$ cat config.mk
export PLATFORM = sky130hd
export DESIGN_NAME = lcdvc_converter
export DESIGN_NICKNAME = d
export VERILOG_FILES = /design/src/logic/lcdvc_converter.v
export VERILOG_INCLUDE_DIRS = /design/src /design/src/logic
export SDC_FILE = /design/constraint.sdc
export NUM_CORES = 1
export LEC_CHECK = 0
export ABC_CLOCK_PERIOD_IN_PS = 18500
export BUFFER_PORTS_ARGS = -buffer_cell sky130_fd_sc_hd__clkbuf_2
export CAP_MARGIN = 10
export CORE_ASPECT_RATIO = 0.8
export CORE_MARGIN = 2
export CORE_UTILIZATION = 52
export DETAILED_ROUTE_END_ITERATION = 12
export GPL_ROUTABILITY_DRIVEN = 1
export HOLD_SLACK_MARGIN = 0.03
export PLACE_DENSITY = 0.74
export SKIP_CTS_REPAIR_TIMING = 1
export SYNTH_ARGS = -nofsm -noshare
export SYNTH_HDL_FRONTEND = slang
export SYNTH_SLANG_ARGS = --single-unit
$ cat constraint.sdc
create_clock -name pclk -period 18.5 [get_ports pclk]
set_input_delay 3.7 -clock pclk [delete_from_list [all_inputs] [get_ports pclk]]
set_output_delay 3.7 -clock pclk [all_outputs]
set_load 0.01 [all_outputs]
$ cat src/logic/lcdvc_map.vh
// register map, field positions and fixed values of the supply code converter
`ifndef LCDVC_MAP_VH
`define LCDVC_MAP_VH
`define LCDVC_ADDR_CONFIG 12'h000
`define LCDVC_ADDR_OTP_CAL 12'h004
`define LCDVC_ADDR_OP_CODE 12'h008
`define LCDVC_ADDR_SUM_CODE 12'h00c
`define LCDVC_ADDR_SUPPLY 12'h010
`define LCDVC_ADDR_REF_TEMP 12'h014
`define LCDVC_CFG_LEVEL_LSB 0
`define LCDVC_CFG_CLASS_LSB 8
`define LCDVC_CFG_USE_OTP 16
`define LCDVC_RST_LEVEL 6'h00
`define LCDVC_RST_CLASS 3'h0
`define LCDVC_RST_OTP 5'h00
`define LCDVC_OP_MAX 8'hff
`define LCDVC_BASE_MV 16'h0bb8
`define LCDVC_STEP_MV 16'h001e
`define LCDVC_REF_TEMP_C 8'h28
`define LCDVC_SLOPE_ROUND 10'h008
`define LCDVC_SLOPE_SHIFT 4
`endif

$ cat src/logic/lcdvc_converter.v
// supply code converter: contrast level lookup, offset add and supply level
//
// The register addresses and the APB register port were chosen for this implementation.
`timescale 1ns/10ps
`default_nettype none
`include "lcdvc_map.vh"
// Functional notes
// basic set: 8-bit operating code looked up from 6-bit level and 3-bit class
// 5-bit offset added to operating code; the sum sets the supply level
// pad method: offset taken from the offset bonding pads
// otp method: offset taken from the calibration cells instead
// supply level is 3 V when the summed code is zero
// each count of the summed code adds 0.03 V
// the code to level relation holds at the 40 degC reference temperature
// table output saturates at its maximum entry instead of wrapping
module lcdvc_converter
#(
   parameter LEVEL_W = 6,
   parameter CLASS_W = 3,
   parameter OFFS_W = 5,
   parameter OP_W = 8
)
(
   input wire pclk,
   input wire presetn,
   input wire psel,
   input wire penable,
   input wire pwrite,
   input wire [11:0] paddr,
   input wire [31:0] pwdata,
   output reg [31:0] prdata,
   output wire pready,
   output wire pslverr,
   input wire [OFFS_W-1:0] pad_supply_offset,
   output reg [OP_W-1:0] operating_voltage_code,
   output reg [OP_W:0] summed_supply_code,
   output reg [15:0] lcd_supply_level
);
   reg [LEVEL_W-1:0] contrast_level_code_ff;
   reg [CLASS_W-1:0] offset_class_select_ff;
   reg otp_select_ff;
   reg [OFFS_W-1:0] otp_supply_calibration_ff;
   reg [OFFS_W-1:0] pad_s1_ff;
   reg [OFFS_W-1:0] pad_s2_ff;
   reg [OFFS_W-1:0] pad_s3_ff;
   reg [OFFS_W-1:0] pad_offset_ff;
   reg [OP_W-1:0] nxt_op;
   reg [9:0] base;
   reg [5:0] slope;
   reg [15:0] prod;
   reg [9:0] raw;
   reg [11:0] scaled;
   wire [OFFS_W-1:0] sel_offset;
   wire [OP_W:0] nxt_sum;
   wire [15:0] nxt_level;
   wire wr_en;
   wire rd_en;
   reg addr_ok;

   // apb handshake, single cycle access phase
   assign pready = 1'b1;
   assign wr_en = psel & penable & pwrite;
   assign rd_en = psel & penable & ~pwrite;
   assign pslverr = psel & penable & ~addr_ok;

   // address decode
   always @*
   begin
      case (paddr)
         `LCDVC_ADDR_CONFIG,
         `LCDVC_ADDR_OTP_CAL,
         `LCDVC_ADDR_OP_CODE,
         `LCDVC_ADDR_SUM_CODE,
         `LCDVC_ADDR_SUPPLY,
         `LCDVC_ADDR_REF_TEMP:
            addr_ok = 1'b1;
         default: addr_ok = 1'b0;
      endcase
   end

   // register writes
   // writes to read-only or unmapped words are dropped
   always @(posedge pclk or negedge presetn)
   begin
      if (!presetn)
      begin
         contrast_level_code_ff <= `LCDVC_RST_LEVEL;
         offset_class_select_ff <= `LCDVC_RST_CLASS;
         otp_select_ff <= 1'b0;
         otp_supply_calibration_ff <= `LCDVC_RST_OTP;
      end
      else if (wr_en)
      begin
         if (paddr == `LCDVC_ADDR_CONFIG)
         begin
            contrast_level_code_ff <= pwdata[`LCDVC_CFG_LEVEL_LSB +: LEVEL_W];
            offset_class_select_ff <= pwdata[`LCDVC_CFG_CLASS_LSB +: CLASS_W];
            otp_select_ff <= pwdata[`LCDVC_CFG_USE_OTP];
         end
         if (paddr == `LCDVC_ADDR_OTP_CAL)
            otp_supply_calibration_ff <= pwdata[OFFS_W-1:0];
      end
   end

   // pad synchroniser, a change counts when stages two and three agree
   // only stage two reads stage one, which may still be settling
   always @(posedge pclk or negedge presetn)
   begin
      if (!presetn)
      begin
         pad_s1_ff <= {OFFS_W{1'b0}};
         pad_s2_ff <= {OFFS_W{1'b0}};
         pad_s3_ff <= {OFFS_W{1'b0}};
         pad_offset_ff <= {OFFS_W{1'b0}};
      end
      else
      begin
         pad_s1_ff <= pad_supply_offset;
         pad_s2_ff <= pad_s1_ff;
         pad_s3_ff <= pad_s2_ff;
         if (pad_s2_ff == pad_s3_ff)
            pad_offset_ff <= pad_s3_ff;
      end
   end

   // conversion table: per class start code and slope in sixteenths
   // the rom is modelled as start code plus rounded level times slope
   always @*
   begin
      case (offset_class_select_ff)
         3'h0:
         begin
            base = 10'h00d;
            slope = 6'h0d;
         end
         3'h1:
         begin
            base = 10'h030;
            slope = 6'h10;
         end
         3'h2:
         begin
            base = 10'h052;
            slope = 6'h13;
         end
         3'h3:
         begin
            base = 10'h074;
            slope = 6'h17;
         end
         3'h4:
         begin
            base = 10'h096;
            slope = 6'h1b;
         end
         3'h5:
         begin
            base = 10'h0b9;
            slope = 6'h1f;
         end
         3'h6:
         begin
            base = 10'h0db;
            slope = 6'h23;
         end
         default:
         begin
            base = 10'h0fd;
            slope = 6'h27;
         end
      endcase
      // product needs twelve bits: top level times top slope is above 1023
      prod = {{(16-LEVEL_W){1'b0}}, contrast_level_code_ff} * {10'h000, slope};
      scaled = (prod[11:0] + {2'b00, `LCDVC_SLOPE_ROUND}) >> `LCDVC_SLOPE_SHIFT;
      raw = base + scaled[9:0];
      if (raw > {2'b00, `LCDVC_OP_MAX})
         nxt_op = `LCDVC_OP_MAX;
      else
         nxt_op = raw[OP_W-1:0];
   end

   // offset source and sum
   assign sel_offset = otp_select_ff ? otp_supply_calibration_ff : pad_offset_ff;
   assign nxt_sum = {1'b0, nxt_op} + {{(OP_W+1-OFFS_W){1'b0}}, sel_offset};
   // supply level in millivolts at the reference temperature
   assign nxt_level = `LCDVC_BASE_MV + `LCDVC_STEP_MV * {{(15-OP_W){1'b0}}, nxt_sum};

   // registered outputs
   always @(posedge pclk or negedge presetn)
   begin
      if (!presetn)
      begin
         operating_voltage_code <= {OP_W{1'b0}};
         summed_supply_code <= {(OP_W+1){1'b0}};
         lcd_supply_level <= `LCDVC_BASE_MV;
      end
      else
      begin
         operating_voltage_code <= nxt_op;
         summed_supply_code <= nxt_sum;
         lcd_supply_level <= nxt_level;
      end
   end

   // read mux
   always @*
   begin
      prdata = 32'h0000_0000;
      if (rd_en)
      begin
         case (paddr)
            `LCDVC_ADDR_CONFIG:
            begin
               prdata[`LCDVC_CFG_LEVEL_LSB +: LEVEL_W] = contrast_level_code_ff;
               prdata[`LCDVC_CFG_CLASS_LSB +: CLASS_W] = offset_class_select_ff;
               prdata[`LCDVC_CFG_USE_OTP] = otp_select_ff;
            end
            `LCDVC_ADDR_OTP_CAL: prdata[OFFS_W-1:0] = otp_supply_calibration_ff;
            `LCDVC_ADDR_OP_CODE: prdata[OP_W-1:0] = operating_voltage_code;
            `LCDVC_ADDR_SUM_CODE: prdata[OP_W:0] = summed_supply_code;
            `LCDVC_ADDR_SUPPLY: prdata[15:0] = lcd_supply_level;
            `LCDVC_ADDR_REF_TEMP: prdata[7:0] = `LCDVC_REF_TEMP_C;
            default: prdata = 32'h0000_0000;
         endcase
      end
   end
endmodule
`default_nettype wire

# Yosys cells after proc, flatten, opt, wreduce, memory -nomap -nowiden

Index checks and enable logic that the tools add are counted.

Register bits after elaboration: 67
Input bits: 54
Logic and storage cells: 54

Add/sub/neg operators: 4
Multiply operators: 2
Magnitude comparators: 1
Eq/ne operators: 12
Mux-type cells: 13
Bitwise logic cells: 6
Reductions and logical operators: 5

Operators by type and width:

| operator                                                        | count |
|---|---|
| one-hot mux 8 bit (7 select lines)                              | 1 |
| one-hot mux 6 bit (7 select lines)                              | 1 |
| one-hot mux 5 bit (6 select lines)                              | 1 |
| equality test 12 x 4 -> 1 bit (second input constant)           | 2 |
| equality test 12 x 5 -> 1 bit (second input constant)           | 2 |
| two-way mux 17 bit                                              | 1 |
| adder 12 x 14 -> 15 bit (first input constant)                  | 1 |
| multiplier 4 x 9 -> 13 bit (first input constant)               | 1 |
| adder 12 x 4 -> 12 bit (second input constant)                  | 1 |
| equality test 12 x 3 -> 1 bit (second input constant)           | 1 |
| logical NOT 12 bit                                              | 1 |
| multiplier 6 x 6 -> 12 bit                                      | 1 |
| adder 10 x 8 -> 10 bit                                          | 1 |
| greater-than comparator 10 x 8 -> 1 bit (second input constant) | 1 |
| adder 8 x 5 -> 9 bit                                            | 1 |
| equality test 3 bit (second input constant)                     | 3 |
| two-way mux 8 bit                                               | 1 |
| equality test 3 x 2 -> 1 bit (second input constant)            | 2 |
| one-hot mux 2 bit (3 select lines)                              | 1 |
| OR reduction 6 bit                                              | 1 |
| equality test 5 bit                                             | 1 |
| two-way mux 5 bit                                               | 1 |
| one-hot mux 1 bit (5 select lines)                              | 1 |
| AND 1 bit                                                       | 4 |
| 8 further kinds                                                 | 11 |

# Longest topological paths before layout

Gate-level depths: netlist of the first run.

Word-level depth: 10
Depth in mapped cells: 45
Depth with buffers taken out: 43

# Least setup slack after synthesis of the first run

Ideal clock, no wire load.

Path kind: reg-to-reg
Start point: reg offset_class_select_ff[0]
End point: reg lcd_supply_level[13]
Setup time: 131 ps
Arrival: 9197 ps
Required time: 18369 ps
Slack: 9172 ps
Cell stages (with the launch flop): 43
Clock period less this slack: 9328 ps
Cells stage by stage: dfrtp_1 -> clkbuf_1 -> or3_1 -> a21boi_0 -> nand2_1 -> fa_1 -> inv_1 -> fa_1 -> fa_1 -> ha_1 -> ha_1 -> a21o_1 -> a21oi_1 -> o21bai_1 -> a21oi_1 -> o21ai_0 -> xnor2_1 -> ha_1 -> (+7 left out) -> fa_1 -> inv_1 -> a21oi_1 -> o21bai_1 -> a21oi_1 -> nor2_4 -> xnor2_4 -> inv_2 -> xnor2_1 -> ha_1 -> fa_1 -> ha_1 -> or3_1 -> or3_1 -> and2_1 -> xor2_1 -> o21ai_0 -> xor2_1

Word-level cells in the longest chain between the ends: 10
Elaborated cells between the ends (all ways): 17

Ends and longest elaborated chain:

| what                                        | line                  | text |
|---|---|---|
| start: declaration                          | lcdvc_converter.v:40  | `reg [CLASS_W-1:0] offset_class_select_ff;` |
| start signal: assignment                    | lcdvc_converter.v:88  | `` offset_class_select_ff <= `LCDVC_RST_CLASS; `` |
| start signal: assignment                    | lcdvc_converter.v:97  | `` offset_class_select_ff <= pwdata[`LCDVC_CFG_CLASS_LSB +: CLASS_W]; `` |
| equality test 3 bit (tied with other cells) | lcdvc_converter.v:130 | `case (offset_class_select_ff)` |
| one-hot mux 6 bit (7 select lines)          | lcdvc_converter.v:130 |  |
| multiplier 6 x 6 -> 12 bit                  | lcdvc_converter.v:173 | `prod = {{(16-LEVEL_W){1'b0}}, contrast_level_code_ff} * {10'h000, slope};` |
| adder 12 x 4 -> 12 bit                      | lcdvc_converter.v:174 | `` scaled = (prod[11:0] + {2'b00, `LCDVC_SLOPE_ROUND}) >> `LCDVC_SLOPE_SHIFT; `` |
| adder 10 x 8 -> 10 bit *                    | lcdvc_converter.v:175 | `raw = base + scaled[9:0];` |
| greater-than comparator 10 x 8 -> 1 bit     | lcdvc_converter.v:176 | `` if (raw > {2'b00, `LCDVC_OP_MAX}) `` |
| two-way mux 8 bit *                         | lcdvc_converter.v:176 |  |
| via nxt_op[0]                               | lcdvc_converter.v:47  | `reg [OP_W-1:0] nxt_op;` |
| adder 8 x 5 -> 9 bit *                      | lcdvc_converter.v:184 | `assign nxt_sum = {1'b0, nxt_op} + {{(OP_W+1-OFFS_W){1'b0}}, sel_offset};` |
| via nxt_sum[6]                              | lcdvc_converter.v:54  | `wire [OP_W:0] nxt_sum;` |
| multiplier 4 x 9 -> 13 bit (no line) *      | -                     |  |
| adder 12 x 14 -> 15 bit (no line) *         | -                     |  |
| via nxt_level[13]                           | lcdvc_converter.v:55  | `wire [15:0] nxt_level;` |
| end signal: assignment                      | lcdvc_converter.v:195 | `` lcd_supply_level <= `LCDVC_BASE_MV; `` |
| end signal: assignment                      | lcdvc_converter.v:201 | `lcd_supply_level <= nxt_level;` |
| end: declaration                            | lcdvc_converter.v:37  | `output reg [15:0] lcd_supply_level` |

Mark *: on every way through the listed nets, which the timed path passes. The rest lies on a longest branch.
A chain may end at the register's enable or synchronous reset.

# Worst setup path in the final report of the first run

Start point: reg offset_class_select_ff[1]
End point: reg lcd_supply_level[13]

Same word-level chain as after synthesis.

==> results of run 1 <==
[Yosys cell counts, types with 2 or more instances]
cell | n | area share, %
dfrtp_1 | 58 | 27
ha_1 | 57 | 13
inv_1 | 48 | 3.4
nand2_1 | 32 | 2.2
fa_1 | 28 | 10
a21oi_1 | 27 | 2.5
mux2_2 | 23 | 4.8
xnor2_1 | 23 | 3.8
buf_4 | 21 | 2.9
nor2_1 | 20 | 1.4
xor2_1 | 16 | 2.6
and2_1 | 15 | 1.7
o21ai_0 | 15 | 1.4
clkbuf_1 | 14 | 0.98
and3_1 | 11 | 1.3
a22oi_1 | 8 | 1.1
dfstp_2 | 7 | 3.4
a21o_1 | 6 | 0.84
a222oi_1 | 6 | 1.1
nand3_1 | 6 | 0.56
o21bai_1 | 6 | 0.84
or3_1 | 6 | 0.70
nor2b_1 | 5 | 0.58
nand2b_1 | 4 | 0.47
nor3_1 | 4 | 0.37
a211oi_1 | 3 | 0.42
inv_2 | 3 | 0.21
nor3b_1 | 3 | 0.42
o211ai_1 | 3 | 0.42
or2_2 | 3 | 0.35
a21oi_2 | 2 | 0.33
and2b_1 | 2 | 0.28
conb_1 | 2 | 0.14
maj3_1 | 2 | 0.37
nor4_1 | 2 | 0.23
o2111ai_1 | 2 | 0.33
o21a_1 | 2 | 0.28
xnor2_2 | 2 | 0.61
xnor2_4 | 2 | 1.0
[sequential cells by signal (all words and copies together) (netlist names), 5 cells and up]
| signal | flops |
|---|---|
| pad_s3_ff | 5 |
| pad_offset_ff | 5 |
| pad_s2_ff | 5 |
| lcd_supply_level | 13 |
| contrast_level_code_ff | 6 |
| summed_supply_code | 9 |
| operating_voltage_code | 8 |
| pad_s1_ff | 5 |
| otp_supply_calibration_ff | 5 |
[final timing paths]
path	startpoint	slack, ps	depth (start not counted)	end
worst max-delay path	offset_class_select_ff[1]$_DFFE_PN0P_	7910	37	lcd_supply_level[13]$_DFF_PN0_
worst min-delay path	pad_s1_ff[0]$_DFF_PN0_	350	0	pad_s2_ff[0]$_DFF_PN0_
worst max register to register	offset_class_select_ff[1]$_DFFE_PN0P_	7910	37	lcd_supply_level[13]$_DFF_PN0_
worst min register to register	pad_s1_ff[0]$_DFF_PN0_	350	0	pad_s2_ff[0]$_DFF_PN0_
max in group asynchronous	presetn	14460	2	contrast_level_code_ff[5]$_DFFE_PN0P_
min in group asynchronous	presetn	3520	2	lcd_supply_level[13]$_DFF_PN0_
[cell families (layout without fill, tap and decap cells)]
logic type,Yosys count,after routing,share of synthesized area (%)
xor+xnor,44,44,8.31
simple gates,118,118,11.9
fa+ha+maj,87,87,24.1
buf+inv,87,147,7.58
other cells,2,19,0.140
flops,65,65,30.5
mux,24,24,5.02
compound gates,94,94,12.5
[stage by stage]
step	hold WS (ps)	utilization (%)	std cells	cell area [µm²]	worst slack, ps
detailed placement	335	57.1	722	5800	8010
finish	347	60.1	738	6100	7910
global placement	332	57.1	722	5800	8290
global route	353	60.1	738	6100	7060
CTS	350	60.1	738	6100	7940
floorplan	331	-	538	5430	9170
[area by class of cell]
class	count	area, µm²
fill	864	4050
multi-input combinational	386	3390
sequential	65	1640
timing repair buffer	80	403
clock buffer	9	225
inverter	51	191
tap	140	175
clock inverter	7	83.8
[per-layer routing]
layer  global-route usage, %  share of wire [%]  vias up
li1                        -                  -     1894
met4                    9.84                2.7        0
met1                    28.1                 44     1905
met2                    40.2                 50      101
met3                    3.44                2.9       28
met5                       0                  0        -
==> flow_metrics.py, run 1 <==
metrics = {
    "outcome": {
        "status": "completed",
    },
    "sta": {
        "finalSetupViolCount": 0,
        "skew_ps": 6.73,
        "final.min_clock_period_ps": 10590,
        "hold_viol_final": 0,
        "rsz0062_at_grt": "no",
        "setup_tns_ps": 0,
        "drv_slew": 0,
        "slew_headroom_pct": 32.2,
        "min_period_over_period_pct": 57.3,
        "fmax_mhz": 94.4,
        "max_slew.worst_pin.slew_ps": 1010,
    },
    "setup_path": {
        "cp_max_fo": 15,
        "slowest_delay_ps": 670,
        "cpLargestDelayFamily": "adder cells",
        "setup.worst_path.class": "flop to flop",
        "end_kind": "flop",
        "critPathSlowestCell": "dfrtp_1",
        "start_kind": "flop",
        "cp_num_buf_inv": 2,
        "crit_path_frequent_cell": "ha_1",
        "arrival_ps": 10800,
        "cp.required_ps": 18700,
    },
    "finish": {
        "layout_common_cells": "79 x clkbuf_2, 58 x dfrtp_1, 57 x ha_1, 48 x inv_1, 32 x nand2_1",
        "insertedDiodeCount": 0,
        "nets": 732,
        "drive_above_1_share_pct": 24.7,
        "final_common_cell": "clkbuf_2",
        "syn_to_final_growth_pct": 13.8,
    },
    "floorplanning": {
        "initial_core_util_pct": 52.8,
        "rows": 33,
        "ioPinCount": 121,
        "dieArea_um2": 11100,
        "die_w_um": 118,
        "core_area_um2": 10200,
        "die_h_um": 94.8,
    },
    "yosys": {
        "yosys_warnings": 0,
        "synthCells": 521,
        "synth_edf_count": 0,
        "syn_avg_cell_area_um2": 10.3,
        "synthArstFlopShare_pct": 100,
        "synth_area_um2": 5360,
        "synth_seq_cells": 65,
        "yosys_most_used_dff": "dfrtp_1",
        "yosysSeqAreaShare_pct": 30.5,
        "synth.distinct_cells": 61,
    },
    "cts": {
        "h-tree-depth": 3,
        "path_clk_slew_ps": 60,
        "clock_latency_ps": 330,
        "cts_buffer_depth": 2,
        "cts_tree": "yes",
        "clockRootBuffer": "clkbuf_16",
        "cts.sinks": 65,
        "cts_buffers": 9,
    },
    "global_route": {
        "grt_start_max_net_pins": 66,
        "grt_pass1_wl_um": 19800,
        "grt_pass1_vias": 4112,
        "grt_overflow": 0,
        "antenna_found_initial": 0,
        "track_usage_pct": 22.7,
    },
    "worst_hold_path": {
        "hp-class": "flop to flop",
    },
    "drt": {
        "postRouteAntennaNets": 0,
        "vias_per_cell": 5.32,
        "dr.pass1.iters": 5,
        "route.vias.total": 3928,
        "drtIter0Drc": 201,
        "wirelength_um": 12000,
        "drc_errors": 0,
        "wl_per_cell_um": 16.2,
    },
    "run": {
        "drv_cap": 0,
    },
    "placed_design": {
        "io_buffers": 79,
        "gp_congestion": 0.854,
        "dp_hpwl_um": 9540,
    },
}
Power of run 1 is left out: the tool's default activity adds up to more than one toggle a clock period on the data nets, which glitch-free logic cannot reach.
==> inputs of run 2 (changes only) <==
- ABC_AREA: unset -> 1
- ABC_CLOCK_PERIOD_IN_PS: 18500 -> 9550
- CORE_UTILIZATION: 52 -> 51
- PLACE_DENSITY: 0.74 -> 0.75
- clock period: 18.5 -> 9.55 ns (I/O delays scaled with it)
==> flow_metrics.py, run 2 <==
metrics = {
    "sta": {
        "drv_slew": 0,
        "hold_viol_final": 0,
        "max_slew.worst_pin.slew_ps": 831,
        "slew_headroom_pct": 44.6,
        "final.min_clock_period_ps": 8950,
        "fmax_mhz": 112,
        "min_period_over_period_pct": 93.7,
        "skew_ps": 6.41,
        "finalSetupViolCount": 0,
        "setup_tns_ps": 0,
        "fin_ws_ps": 600,
    },
    "yosys": {
        "yosys_warnings": 0,
        "synthCells": 748,
        "yosys_most_used_dff": "dfrtp_1",
        "synth_top_area_cell": "dfrtp_1",
        "syn_avg_cell_area_um2": 7.68,
        "ys_top_cells_by_area": "dfrtp_1 25%, ha_1 12%, nand2_1 12%",
        "netlist.area_leader.share_pct": 25.3,
        "yosysSeqAreaShare_pct": 28.5,
        "synthArstFlopShare_pct": 100,
        "synth_seq_cells": 65,
        "synth.distinct_cells": 46,
        "synth_edf_count": 0,
        "synth.most_common_cell": "nand2_1",
        "synth_area_um2": 5740,
        "synth_common_cells": "186 x nand2_1, 132 x inv_1, 62 x nor2_1",
    },
    "finish": {
        "drive_above_1_share_pct": 18.1,
        "layout_common_cells": "186 x nand2_1, 131 x inv_1, 78 x clkbuf_2, 60 x nor2_1",
        "utilization_pct": 60.5,
        "insertedDiodeCount": 0,
        "syn_to_final_growth_pct": 15.1,
        "largest_reg_flops": 13,
        "regArea_um2": 1640,
        "final_common_cell": "nand2_1",
        "multi_input_area_um2": 3540,
        "nFillCells": 987,
        "reg_top3": "lcd_supply_level: 13 flops, summed_supply_code: 9 flops, operating_voltage_code: 8 flops",
        "nets": 970,
        "regMostFlops": "lcd_supply_level",
        "design_area_um2": 6610,
    },
    "drt": {
        "route.vias.total": 4927,
        "drtIter0Drc": 376,
        "drc_errors": 0,
        "vias_per_cell": 5.03,
        "wirelength_um": 13400,
        "postRouteAntennaNets": 0,
        "dr.pass1.iters": 5,
        "wl_per_cell_um": 13.7,
    },
    "global_route": {
        "grt_pass1_vias": 4554,
        "grt_pass1_wl_um": 21900,
        "grt_start_max_net_pins": 66,
        "track_usage_pct": 23.2,
        "antenna_found_initial": 0,
        "grt_overflow": 0,
    },
    "run": {
        "drv_cap": 0,
    },
    "setup_path": {
        "cp.required_ps": 9750,
        "start_kind": "flop",
        "cpLargestDelayFamily": "adder cells",
        "crit_path_frequent_cell": "nand2_1",
        "critPathSlowestCell": "fa_1",
        "setup.worst_path.class": "flop to flop",
        "slowest_delay_ps": 550,
        "cp_num_buf_inv": 5,
        "arrival_ps": 9150,
        "end_kind": "flop",
        "cp_max_fo": 8,
    },
    "worst_hold_path": {
        "hp-class": "flop to flop",
    },
    "floorplanning": {
        "rows": 34,
        "die_w_um": 123,
        "die_h_um": 98.9,
        "core_area_um2": 10900,
        "dieArea_um2": 12100,
        "initial_core_util_pct": 52.5,
        "ioPinCount": 121,
    },
    "placed_design": {
        "gp_congestion": 0.918,
        "post_dp_cell_area_um2": 6220,
        "io_buffers": 79,
        "dpl_worst_slack_ps": 324,
        "dp_hpwl_um": 10700,
    },
    "cts": {
        "h-tree-depth": 3,
        "path_clk_slew_ps": 50,
        "cts_tree": "yes",
        "cts.sinks": 65,
        "clock_latency_ps": 330,
        "clockRootBuffer": "clkbuf_16",
        "cts_buffers": 9,
        "cts_buffer_depth": 2,
    },
    "outcome": {
        "status": "completed",
    },
    "pwr": {
        "powerDensity_nw_per_um2": 116,
        "p_total_w": 0.000766,
        "ir_drop_v": 0.000135,
        "leakagePower_nw": 3.53,
    },
}
==> run 2: cell types whose count changed after synthesis, sizes merged, moves of 7 or more <==
cell,previous run,this run
nand2,32,202
inv,51,136
nor2,21,63
nand3,6,42
mux2,23,1
and2,15,0
o21ai,15,30
and3,11,0
xnor2,27,16
a22oi,8,0
clkbuf,14,6
xor2,17,9
nand4,0,7
==> run 2: path summary, 6_finish.rpt <==
check,startpoint,end,slack [ps],depth (start not counted)
worst min register to register,pad_s1_ff[3]$_DFF_PN0_,pad_s2_ff[3]$_DFF_PN0_,340,0
min in group asynchronous,presetn,lcd_supply_level[12]$_DFF_PN0_,1730,2
worst max register to register,offset_class_select_ff[2]$_DFFE_PN0P_,lcd_supply_level[12]$_DFF_PN0_,600,42
max in group asynchronous,presetn,offset_class_select_ff[0]$_DFFE_PN0P_,7200,2
worst max-delay path,offset_class_select_ff[2]$_DFFE_PN0P_,lcd_supply_level[12]$_DFF_PN0_,600,42
worst min-delay path,pad_s1_ff[3]$_DFF_PN0_,pad_s2_ff[3]$_DFF_PN0_,340,0
==> run 2: worst register-to-register path, delay by kind of cell (launching register included) <==
| kind | cells | cell delay, ps |
|---|---|---|
| flops | 1 | 510 |
| compound gates | 7 | 1140 |
| xor+xnor | 4 | 800 |
| buf+inv | 5 | 490 |
| simple gates | 16 | 1750 |
| fa+ha+maj | 10 | 4110 |
==> run 2: logic make-up (layout without fill, tap and decap cells) <==
logic type | after synthesis | in the layout | share of synthesized area (%)
mux | 1 | 1 | 0.196
flops | 65 | 65 | 28.5
other cells | 2 | 19 | 0.131
simple gates | 331 | 331 | 25.4
buf+inv | 165 | 236 | 12.1
compound gates | 74 | 74 | 7.41
fa+ha+maj | 85 | 85 | 22.2
xor+xnor | 25 | 25 | 4.08
==> run 2: power breakdown <==
group	internal (W)	switching (W)
combinational	0.0000424	0.0000681
sequential	0.000304	0.0000162
clock	0.000216	0.000119
==> run 2: metal layers <==
layer / track usage (%) / vias to the layer above / part of all wire, %
li1: - / 2457 / -
met1: 34.4 / 2270 / 49
met2: 34.4 / 183 / 43
met3: 4.57 / 17 / 6.7
met4: 6.45 / 0 / 1.2
met5: 0 / - / 0
==> run 2: cell type report <==
class	count	share of cell area [%]
Clock buffer	12	3.88
Clock inverter	4	0.776
Inverter	137	7.78
Multi-Input combinational cell	535	53.6
Sequential cell	65	24.8
Tap cell	144	2.73
Timing Repair Buffer	83	6.44
==> run 2: through the flow <==
step / hold WS, ps / instances
global placement: 333 / 963
finish: 344 / 980
floorplan: 331 / 765
detailed placement: 336 / 963
CTS: 347 / 979
global route: 351 / 980
Note: power is estimated with default switching activity, not from simulation.
